[config.mk]
export PLATFORM = sky130hd
export DESIGN_NAME = bst_tap
export DESIGN_NICKNAME = d
export VERILOG_FILES = /design/src/hw/bst_sync.v /design/src/hw/bst_tap.v
export VERILOG_INCLUDE_DIRS = /design/src /design/src/hw
export SDC_FILE = /design/constraint.sdc
export NUM_CORES = 1
export LEC_CHECK = 0
export BUFFER_PORTS_ARGS = -buffer_cell sky130_fd_sc_hd__buf_4
export CAP_MARGIN = 15
export CORE_ASPECT_RATIO = 1.5
export CORE_MARGIN = 4
export CORE_UTILIZATION = 45
export CTS_BUF_LIST = sky130_fd_sc_hd__clkbuf_4 sky130_fd_sc_hd__clkbuf_8
export DETAILED_ROUTE_END_ITERATION = 12
export PLACE_DENSITY = 0.74
export SYNTH_ARGS = -nofsm -noshare
export SYNTH_HDL_FRONTEND = slang
export SYNTH_SLANG_ARGS = --single-unit
[constraint.sdc]
create_clock -name clk -period 6.9 [get_ports clk]
set_clock_uncertainty 0.2 [all_clocks]
set_input_delay 0.69 -clock clk [delete_from_list [all_inputs] [get_ports clk]]
set_output_delay 0.69 -clock clk [all_outputs]
set_load 0.02 [all_outputs]
[src/hw/bst_defs.vh]
// Constants of the boundary-scan test port
`ifndef BST_DEFS_VH
`define BST_DEFS_VH
`define BST_IR_W        4
`define BST_OP_EXTEST   4'h0
`define BST_OP_IDCODE   4'h1
`define BST_OP_HIGHZ    4'h4
`define BST_OP_SAMPLE   4'h5
`define BST_OP_INTEST   4'h6
`define BST_OP_CLAMP    4'h7
`define BST_OP_BYPASS   4'hF
`define BST_IR_CAPTURE  4'h1
`define BST_ID_W        32
`define BST_ID_LSB      1'b1
`define BST_ID_VER      4'h1
`define BST_ID_PART     16'h1234
`define BST_ID_MAKER    11'h155
`define BST_S_RESET     4'h0
`define BST_S_IDLE      4'h1
`define BST_S_SELDR     4'h2
`define BST_S_CAPDR     4'h3
`define BST_S_SHDR      4'h4
`define BST_S_EX1DR     4'h5
`define BST_S_PAUSEDR   4'h6
`define BST_S_EX2DR     4'h7
`define BST_S_UPDDR     4'h8
`define BST_S_SELIR     4'h9
`define BST_S_CAPIR     4'hA
`define BST_S_SHIR      4'hB
`define BST_S_EX1IR     4'hC
`define BST_S_PAUSEIR   4'hD
`define BST_S_EX2IR     4'hE
`define BST_S_UPDIR     4'hF
`endif

[src/hw/bst_sync.v]
// Two-flop synchroniser for one level
module bst_sync (
  input  wire clk,
  input  wire rst,
  input  wire din,
  output reg  dout
);
  reg meta_q;
  always @(posedge clk or posedge rst) begin
    if (rst) begin
      meta_q <= 1'b0;
      dout   <= 1'b0;
    end else begin
      meta_q <= din;
      dout   <= meta_q;
    end
  end
endmodule

[src/hw/bst_tap.v]
// Boundary-scan test access port with boundary chain
`include "bst_defs.vh"

// Operation
// (RL1) Instruction register is four bits
// (RL2) Codes 0000 EXTEST, 0001 IDCODE, 1111 BYPASS
// (RL3) Standard TAP state machine, TMS on rise
// (RL4) TDI captured on rising TCK
// (RL5) TDO enabled only in shift states, falling
// (RL6) Test reset forces reset state asynchronously; code synchronises it to clk, so it acts a few clocks late
// (RL7) EXTEST drives outputs, captures pin inputs
// (RL8) INTEST drives core inputs, captures core outputs
// (RL9) SAMPLE/PRELOAD snapshots pins, normal mode
// (RL10) Update stage reaches pins only in test
// (RL11) IDCODE 32 bits, LSB first, LSB one
// (RL12) CLAMP holds pins, bypass path, no update
// (RL13) HIGHZ floats outputs, bypass selected
// (RL14) Bypass delays TDI one TCK cycle
// (RL15) Cells: input one, output two, bidir three
// (RL16) Test logic sequenced from TCK alone
// (RL17) Unknown codes behave as BYPASS
module bst_tap #(
  parameter N_IN  = 4,
  parameter N_OUT = 4,
  parameter N_BI  = 2
) (
  input  wire             clk,
  input  wire             rst,
  input  wire             tck,
  input  wire             tms,
  input  wire             tdi,
  input  wire             trst_n,
  output reg              tdo_o,
  output reg              tdo_oe,
  input  wire [N_IN-1:0]  pin_in,
  output reg  [N_IN-1:0]  core_in,
  input  wire [N_OUT-1:0] core_out,
  input  wire [N_OUT-1:0] core_out_en,
  output reg  [N_OUT-1:0] pin_out,
  output reg  [N_OUT-1:0] pin_out_en,
  input  wire [N_BI-1:0]  bi_pin_in,
  output reg  [N_BI-1:0]  bi_core_in,
  input  wire [N_BI-1:0]  bi_core_out,
  input  wire [N_BI-1:0]  bi_core_en,
  output reg  [N_BI-1:0]  bi_pin_out,
  output reg  [N_BI-1:0]  bi_pin_en
);
  // ----------------------------------------
  // Chain layout
  // ----------------------------------------
  // (RL15) one, two and three cells per pin
  localparam CH_W = N_IN + 2 * N_OUT + 3 * N_BI;

  // ----------------------------------------
  // Pin synchronisers
  // ----------------------------------------
  wire tck_s;
  wire tms_s;
  wire tdi_s;
  wire trst_s;
  bst_sync u_tck (.clk(clk), .rst(rst), .din(tck), .dout(tck_s));
  bst_sync u_tms (.clk(clk), .rst(rst), .din(tms), .dout(tms_s));
  bst_sync u_tdi (.clk(clk), .rst(rst), .din(tdi), .dout(tdi_s));
  bst_sync u_trst (.clk(clk), .rst(rst), .din(~trst_n), .dout(trst_s));

  // (RL16) phases found from TCK edges only
  reg  tck_q;
  wire tck_rise = tck_s & ~tck_q;
  wire tck_fall = ~tck_s & tck_q;

  // ----------------------------------------
  // State registers
  // ----------------------------------------
  reg [3:0]          st_q;
  reg [3:0]          st_d;
  reg [`BST_IR_W-1:0] ir_sh_q;
  reg [`BST_IR_W-1:0] ir_q;
  reg                byp_q;
  reg [`BST_ID_W-1:0] id_q;
  reg [CH_W-1:0]     ch_q;
  reg [CH_W-1:0]     upd_q;
  reg                highz_q;

  wire [`BST_ID_W-1:0] id_val = {`BST_ID_VER, `BST_ID_PART, `BST_ID_MAKER, `BST_ID_LSB};

  // (RL2) decode; (RL17) all else is bypass
  wire op_ext   = (ir_q == `BST_OP_EXTEST);
  wire op_id    = (ir_q == `BST_OP_IDCODE);
  wire op_samp  = (ir_q == `BST_OP_SAMPLE);
  wire op_int   = (ir_q == `BST_OP_INTEST);
  wire op_clamp = (ir_q == `BST_OP_CLAMP);
  wire sel_bs   = op_ext | op_samp | op_int;
  // (RL10) test mode only for these codes
  wire pin_test = op_ext | op_clamp;

  // ----------------------------------------
  // TAP state machine
  // ----------------------------------------
  // (RL3) next state chosen by TMS
  always @* begin
    st_d = st_q;
    case (st_q)
      `BST_S_RESET:   st_d = tms_s ? `BST_S_RESET : `BST_S_IDLE;
      `BST_S_IDLE:    st_d = tms_s ? `BST_S_SELDR : `BST_S_IDLE;
      `BST_S_SELDR:   st_d = tms_s ? `BST_S_SELIR : `BST_S_CAPDR;
      `BST_S_CAPDR:   st_d = tms_s ? `BST_S_EX1DR : `BST_S_SHDR;
      `BST_S_SHDR:    st_d = tms_s ? `BST_S_EX1DR : `BST_S_SHDR;
      `BST_S_EX1DR:   st_d = tms_s ? `BST_S_UPDDR : `BST_S_PAUSEDR;
      `BST_S_PAUSEDR: st_d = tms_s ? `BST_S_EX2DR : `BST_S_PAUSEDR;
      `BST_S_EX2DR:   st_d = tms_s ? `BST_S_UPDDR : `BST_S_SHDR;
      `BST_S_UPDDR:   st_d = tms_s ? `BST_S_SELDR : `BST_S_IDLE;
      `BST_S_SELIR:   st_d = tms_s ? `BST_S_RESET : `BST_S_CAPIR;
      `BST_S_CAPIR:   st_d = tms_s ? `BST_S_EX1IR : `BST_S_SHIR;
      `BST_S_SHIR:    st_d = tms_s ? `BST_S_EX1IR : `BST_S_SHIR;
      `BST_S_EX1IR:   st_d = tms_s ? `BST_S_UPDIR : `BST_S_PAUSEIR;
      `BST_S_PAUSEIR: st_d = tms_s ? `BST_S_EX2IR : `BST_S_PAUSEIR;
      `BST_S_EX2IR:   st_d = tms_s ? `BST_S_UPDIR : `BST_S_SHIR;
      default:        st_d = tms_s ? `BST_S_SELDR : `BST_S_IDLE;
    endcase
  end

  // Capture values: pins for EXTEST/SAMPLE, core side for INTEST
  reg [CH_W-1:0] cap_v;
  always @* begin
    cap_v = {CH_W{1'b0}};
    if (op_int) begin
      // (RL8) core output levels captured
      cap_v = {bi_core_en, bi_core_out, bi_core_out, core_out_en, core_out, pin_in};
    end else begin
      // (RL7) (RL9) pin levels captured
      cap_v = {bi_core_en, bi_core_out, bi_pin_in, core_out_en, core_out, pin_in};
    end
  end

  // Serial path ahead of TDO
  reg tdo_d;
  always @* begin
    tdo_d = byp_q;
    if (st_q == `BST_S_SHIR) begin
      tdo_d = ir_sh_q[0];
    end else if (sel_bs) begin
      tdo_d = ch_q[0];
    end else if (op_id) begin
      // (RL11) LSB first
      tdo_d = id_q[0];
    end
  end

  // ----------------------------------------
  // TCK-sequenced test logic
  // ----------------------------------------
  // Level of TCK one clock back, for edge finding
  always @(posedge clk or posedge rst) begin
    if (rst) begin
      tck_q <= 1'b0;
    end else begin
      tck_q <= tck_s;
    end
  end

  // Test reset is synchronised, so it acts a few clocks late as a trade-off
  // (RL6) test reset wins without TCK edge
  always @(posedge clk or posedge rst) begin
    if (rst) begin
      st_q <= `BST_S_RESET;
    end else if (trst_s) begin
      st_q <= `BST_S_RESET;
    end else if (tck_rise) begin
      st_q <= st_d;
    end
  end

  // ----------------------------------------
  // Instruction path
  // ----------------------------------------
  always @(posedge clk or posedge rst) begin
    if (rst) begin
      ir_sh_q <= `BST_IR_CAPTURE;
    end else if (tck_rise && !trst_s) begin
      if (st_q == `BST_S_CAPIR) begin
        ir_sh_q <= `BST_IR_CAPTURE;
      end else if (st_q == `BST_S_SHIR) begin
        // (RL1) (RL4) four-bit shift from TDI
        ir_sh_q <= {tdi_s, ir_sh_q[`BST_IR_W-1:1]};
      end
    end
  end

  always @(posedge clk or posedge rst) begin
    if (rst) begin
      ir_q    <= `BST_OP_IDCODE;
      highz_q <= 1'b0;
    end else if (trst_s) begin
      ir_q    <= `BST_OP_IDCODE;
      highz_q <= 1'b0;
    end else if (tck_rise && st_q == `BST_S_RESET) begin
      ir_q    <= `BST_OP_IDCODE;
      highz_q <= 1'b0;
    end else if (tck_fall && st_q == `BST_S_UPDIR) begin
      ir_q <= ir_sh_q;
      // (RL13) high impedance from Update-IR
      highz_q <= (ir_sh_q == `BST_OP_HIGHZ);
    end
  end

  // ----------------------------------------
  // Data registers
  // ----------------------------------------
  always @(posedge clk or posedge rst) begin
    if (rst) begin
      byp_q <= 1'b0;
      id_q  <= {`BST_ID_W{1'b0}};
    end else if (tck_rise && !trst_s) begin
      if (st_q == `BST_S_CAPDR) begin
        byp_q <= 1'b0;
        id_q  <= id_val;
      end else if (st_q == `BST_S_SHDR) begin
        // (RL14) one-stage bypass register
        byp_q <= tdi_s;
        id_q  <= {tdi_s, id_q[`BST_ID_W-1:1]};
      end
    end
  end

  always @(posedge clk or posedge rst) begin
    if (rst) begin
      ch_q <= {CH_W{1'b0}};
    end else if (tck_rise && !trst_s && sel_bs) begin
      if (st_q == `BST_S_CAPDR) begin
        ch_q <= cap_v;
      end else if (st_q == `BST_S_SHDR) begin
        ch_q <= {tdi_s, ch_q[CH_W-1:1]};
      end
    end
  end

  // (RL10) (RL12) update stage; CLAMP leaves it
  always @(posedge clk or posedge rst) begin
    if (rst) begin
      upd_q <= {CH_W{1'b0}};
    end else if (tck_fall && !trst_s && st_q == `BST_S_UPDDR && sel_bs) begin
      upd_q <= ch_q;
    end
  end

  // ----------------------------------------
  // Test data output
  // ----------------------------------------
  // (RL5) TDO moves on falling TCK
  always @(posedge clk or posedge rst) begin
    if (rst) begin
      tdo_o  <= 1'b0;
      tdo_oe <= 1'b0;
    end else if (trst_s) begin
      tdo_oe <= 1'b0;
    end else if (tck_fall) begin
      tdo_oe <= (st_q == `BST_S_SHIR) | (st_q == `BST_S_SHDR);
      tdo_o  <= tdo_d;
    end
  end

  // ----------------------------------------
  // Boundary cell muxes, registered outputs
  // ----------------------------------------
  wire [N_IN-1:0]  u_in   = upd_q[N_IN-1:0];
  wire [N_OUT-1:0] u_out  = upd_q[N_IN+N_OUT-1:N_IN];
  wire [N_OUT-1:0] u_oen  = upd_q[N_IN+2*N_OUT-1:N_IN+N_OUT];
  wire [N_BI-1:0]  u_bin  = upd_q[N_IN+2*N_OUT+N_BI-1:N_IN+2*N_OUT];
  wire [N_BI-1:0]  u_bout = upd_q[N_IN+2*N_OUT+2*N_BI-1:N_IN+2*N_OUT+N_BI];
  wire [N_BI-1:0]  u_ben  = upd_q[CH_W-1:N_IN+2*N_OUT+2*N_BI];

  always @(posedge clk or posedge rst) begin
    if (rst) begin
      core_in    <= {N_IN{1'b0}};
      pin_out    <= {N_OUT{1'b0}};
      pin_out_en <= {N_OUT{1'b0}};
      bi_core_in <= {N_BI{1'b0}};
      bi_pin_out <= {N_BI{1'b0}};
      bi_pin_en  <= {N_BI{1'b0}};
    end else begin
      // (RL8) INTEST feeds core from update stage
      core_in    <= op_int ? u_in : pin_in;
      bi_core_in <= op_int ? u_bin : bi_pin_in;
      // (RL7) (RL12) test mode drives pins
      pin_out    <= pin_test ? u_out : core_out;
      bi_pin_out <= pin_test ? u_bout : bi_core_out;
      if (highz_q) begin
        // (RL13) all outputs floated
        pin_out_en <= {N_OUT{1'b0}};
        bi_pin_en  <= {N_BI{1'b0}};
      end else begin
        pin_out_en <= pin_test ? u_oen : core_out_en;
        bi_pin_en  <= pin_test ? u_ben : bi_core_en;
      end
    end
  end
endmodule

==> summary.md <==
The number of nets in the synthesized netlist is 441. The worst setup path is of the flop to flop kind. TritonCTS built the clock tree. The wire-length estimate of the detail-placed layout is 6333 um. Walking the worst path, the cells encountered are or3b_1, a2111o_1, buf_4, nor3_4, mux2_2. The logs give 0.005176 sq mm for the standard cell area after detailed placement and 3 for the number of H-tree branching levels.

Post-CTS repair changed the size of 0 cells. The number of failing setup endpoints in the final timing report is 0, and the initial antenna violation count is 0. A synthesized cell averages 11.40 sq um.

The via count of the first global-routing pass was 3297; the post-layout minimum cycle time was 3.252 ns. The finished cells cover 0.005384 sq mm. On the worst path, the slowest cell contributes a delay of 0.80 ns.

The congestion estimate from routability-driven global placement came to 0.8159. In this run the count of I/O pins placed on the die edge is 44. The number of nets with antenna violations after routing came out at 0.

The tools report the number of cell rows as 45. At the worst endpoint, the arrival time is 3.30 ns. The type of destination of the critical path was a flop.

For this run, design rule violations remaining after detail routing come to 0. In this run, synthesis produced a sequential element count of 110. Once placement completed, the tool counted placed cells totaling 577.

The fraction of the yosys area taken by sequential cells was 0.5795. Counting along the longest clock path gives a buffer depth of 2. For the aggregate global routing overflow, the log shows 0.

The largest individual stage delay along the critical path comes from the cell sky130_fd_sc_hd__nor3_4. The max-slew violation count is 0. The multi-input combinational cells in the finished layout cover a total of 0.001844 sq mm. The die width works out to 91.93 um. The combined flip-flop and latch cell area came out at 0.002755 sq mm. Dividing the detail-routed via count by the number of cells gives 5.279. In this run the static leakage power is 0.002421 uW.

The areal power density over the cells is 207.9 mW/mm^2, and the count of unique library cells instantiated by Yosys is 53. The floorplan step defined a die boundary enclosing 0.01231 sq mm. The tools report the number of fill cells in the layout as 912.

Across the run, the number of max-cap violations was 0. Among all flip-flop cells after synthesis, the most frequent one is sky130_fd_sc_hd__dfrtp_1. After detailed routing, the average wire length per cell comes to 15.23 um.

Cell chosen for the clock root: sky130_fd_sc_hd__clkbuf_8. The total global-route track usage came out at 0.1556. The clock-pin slew reported for the worst setup and hold paths after clock tree synthesis works out to 0.10 ns. The kind of start point of the critical path is a flop. After the flow finishes, the layout carries non-filler instances totaling 594. The kind of cell with the highest combined delay along the critical path is simple AND/OR/NAND/NOR gates.

The number of buffers and inverters on the critical path is 1, and the number of nets in the layout is 472. The layout-stage area growth over the synthesis result was 13.24%. The top fanout value on the critical path was 65. The global-route wire length before repair was 15670 um.

The flow ran to the end, and the final reports show no timing, DRC or antenna violations. The count of flip-flops with a built-in enable after synthesis is 0. Kind of path behind the tightest hold check: input port to asynchronous set/reset pin.

The number of warnings printed during yosys synthesis was 0; the fraction of final layout cells sized beyond drive strength 1 was 0.3024. Detailed-route wire length: 9046 um. 0 antenna diodes ended up in the layout. The worst-case headroom to the max-slew limit is 0.3814, and the required time of the worst setup path is 6.95 ns. The run gives 4 as the number of iterations in the first detailed-routing pass. The mapped netlist covers 0.004755 sq mm.

The core outline area is 0.01025 sq mm, and the overall die height is 133.9 um. The highest attainable clock frequency was 0.3075 GHz; the share of the cycle needed by the critical path after routing was 0.4713. In the synthesized netlist, the number of instances is 417. Port buffering added 43 buffers. Entering global routing, the biggest net connects 77 pins. The logs give 166.4 uV for the worst-case vdd ir drop and 0 for the number of buffers added to fix hold violations after cts.

For the pin with the worst max-slew slack, the measured transition is 0.9279 ns. The initial standard-cell utilization of the core is 0.4640, and the starting DRC count in detailed routing is 239. The final count of hold timing violations was 0; the proportion of register bits with asynchronous set or reset after synthesis was 1.000.

Adding up every negative setup slack in the final design gives 0 ns. The clock net in this run drives a total of 110 sinks. Setup repair after global routing left no endpoint under its margin. The logs give 0.35 ns for the insertion delay of the later-clocked pin in the worst-skew pair and 0 for the total setup buffers inserted after CTS. Counting the buffers created by CTS gives 9.

The routed layout has 3136 vias.
[synthesized netlist by cell type (4+ instances only)]
| cell | instances | area share |
|---|---|---|
| sky130_fd_sc_hd__a21oi_1 | 7 | 0.0074 |
| sky130_fd_sc_hd__a31oi_1 | 4 | 0.0053 |
| sky130_fd_sc_hd__clkbuf_1 | 23 | 0.018 |
| sky130_fd_sc_hd__dfrtp_1 | 108 | 0.57 |
| sky130_fd_sc_hd__inv_1 | 10 | 0.0079 |
| sky130_fd_sc_hd__mux2_2 | 63 | 0.15 |
| sky130_fd_sc_hd__mux2i_1 | 9 | 0.019 |
| sky130_fd_sc_hd__nand2_1 | 59 | 0.047 |
| sky130_fd_sc_hd__nand2b_1 | 4 | 0.0053 |
| sky130_fd_sc_hd__nor2_1 | 30 | 0.024 |
| sky130_fd_sc_hd__nor2b_1 | 4 | 0.0053 |
| sky130_fd_sc_hd__o21ai_0 | 40 | 0.042 |
[worst reg2reg max path: stages (launching register included)]
cell and delay (ns):
sky130_fd_sc_hd__dfrtp_1 0.60, sky130_fd_sc_hd__or3b_1 0.46, sky130_fd_sc_hd__a2111o_1 0.36, sky130_fd_sc_hd__buf_4 0.30, sky130_fd_sc_hd__nor3_4 0.81, sky130_fd_sc_hd__mux2_2 0.43
[layout by cell type (no fill, tap or decap), drive strengths merged, types with 2 or more instances in the layout]
cell type / n
nor2b: 4
a311oi: 2
mux2: 63
nand2b: 4
a21boi: 2
clkinv: 2
o311ai: 2
a22o: 3
nor3: 4
or3: 2
nand2: 59
dfstp: 2
clkbuf: 10
or3b: 2
mux2i: 9
buf: 49
a21oi: 7
nor4: 3
a211oi: 3
o21ai: 40
dfrtp: 108
a31oi: 4
nand3: 3
inv: 12
nor2: 30
and3: 2
[sequential cells by signal, indices dropped and copies added (netlist names), 2 cells and up]
name / cells
id_q: 31
ch_q: 18
upd_q: 18
core_in: 4
ir_q: 4
ir_sh_q: 4
pin_out: 4
pin_out_en: 4
st_q: 4
bi_core_in: 2
bi_pin_en: 2
bi_pin_out: 2
[through the flow]
step,total power [uW],setup slack (ns),hold slack (ns),util
2_1_floorplan,716.1,3.111,0.1312,-
3_3_place_gp,745.1,3.726,0.1322,0.5051
3_5_place_dp,747.6,3.628,0.1371,0.5051
4_1_cts,1131,3.623,0.1201,0.5247
5_1_grt,1165,3.474,0.1302,0.5254
6_report,1119,3.648,0.1186,0.5254
[layout make-up]
class / instances / area share
clock inverter: 6 / 0.01278
timing repair buffer: 49 / 0.06832
multi-input combinational: 268 / 0.3426
clock buffer: 10 / 0.02440
sequential: 110 / 0.5117
tap: 141 / 0.03277
inverter: 10 / 0.007437
[logic make-up after synthesis]
family                 after synthesis  share of synthesized area
AND/OR/NAND/NOR                    122                     0.1226
flip-flops                         110                     0.5795
AO/OA/AOI/OAI                       72                    0.09211
multiplexers                        72                     0.1682
buffers and inverters               39                    0.03395
XOR/XNOR                             2                   0.003685
[power by group]
part	switching, uW	internal [uW]	total [uW]
Sequential	10.5	655	666
Combinational	39.7	28.1	67.7
Clock	211	175	386
[worst paths after layout]
check / slack [ns] / endpoint / from / cells past startpoint
min: 0.12 / core_in[0] / rst / 2
max: 3.65 / ch_q[1] / st_q[0] / 5
min reg2reg: 0.16 / u_tck.dout / u_tck.meta_q / 0
max in group asynchronous: 5.09 / id_q[9] / rst / 3
max reg2reg: 3.65 / ch_q[1] / st_q[0] / 5
min in group clk: 0.16 / u_tck.dout / u_tck.meta_q / 0
[routing by layer]
metal,share of wire,up-vias,GRT usage
li1,-,1510,-
met1,0.39,1541,0.1773
met2,0.55,73,0.2862
met3,0.041,12,0.03367
met4,0.016,0,0.05207
met5,0,-,0
Power figures use the tool's default switching activity.
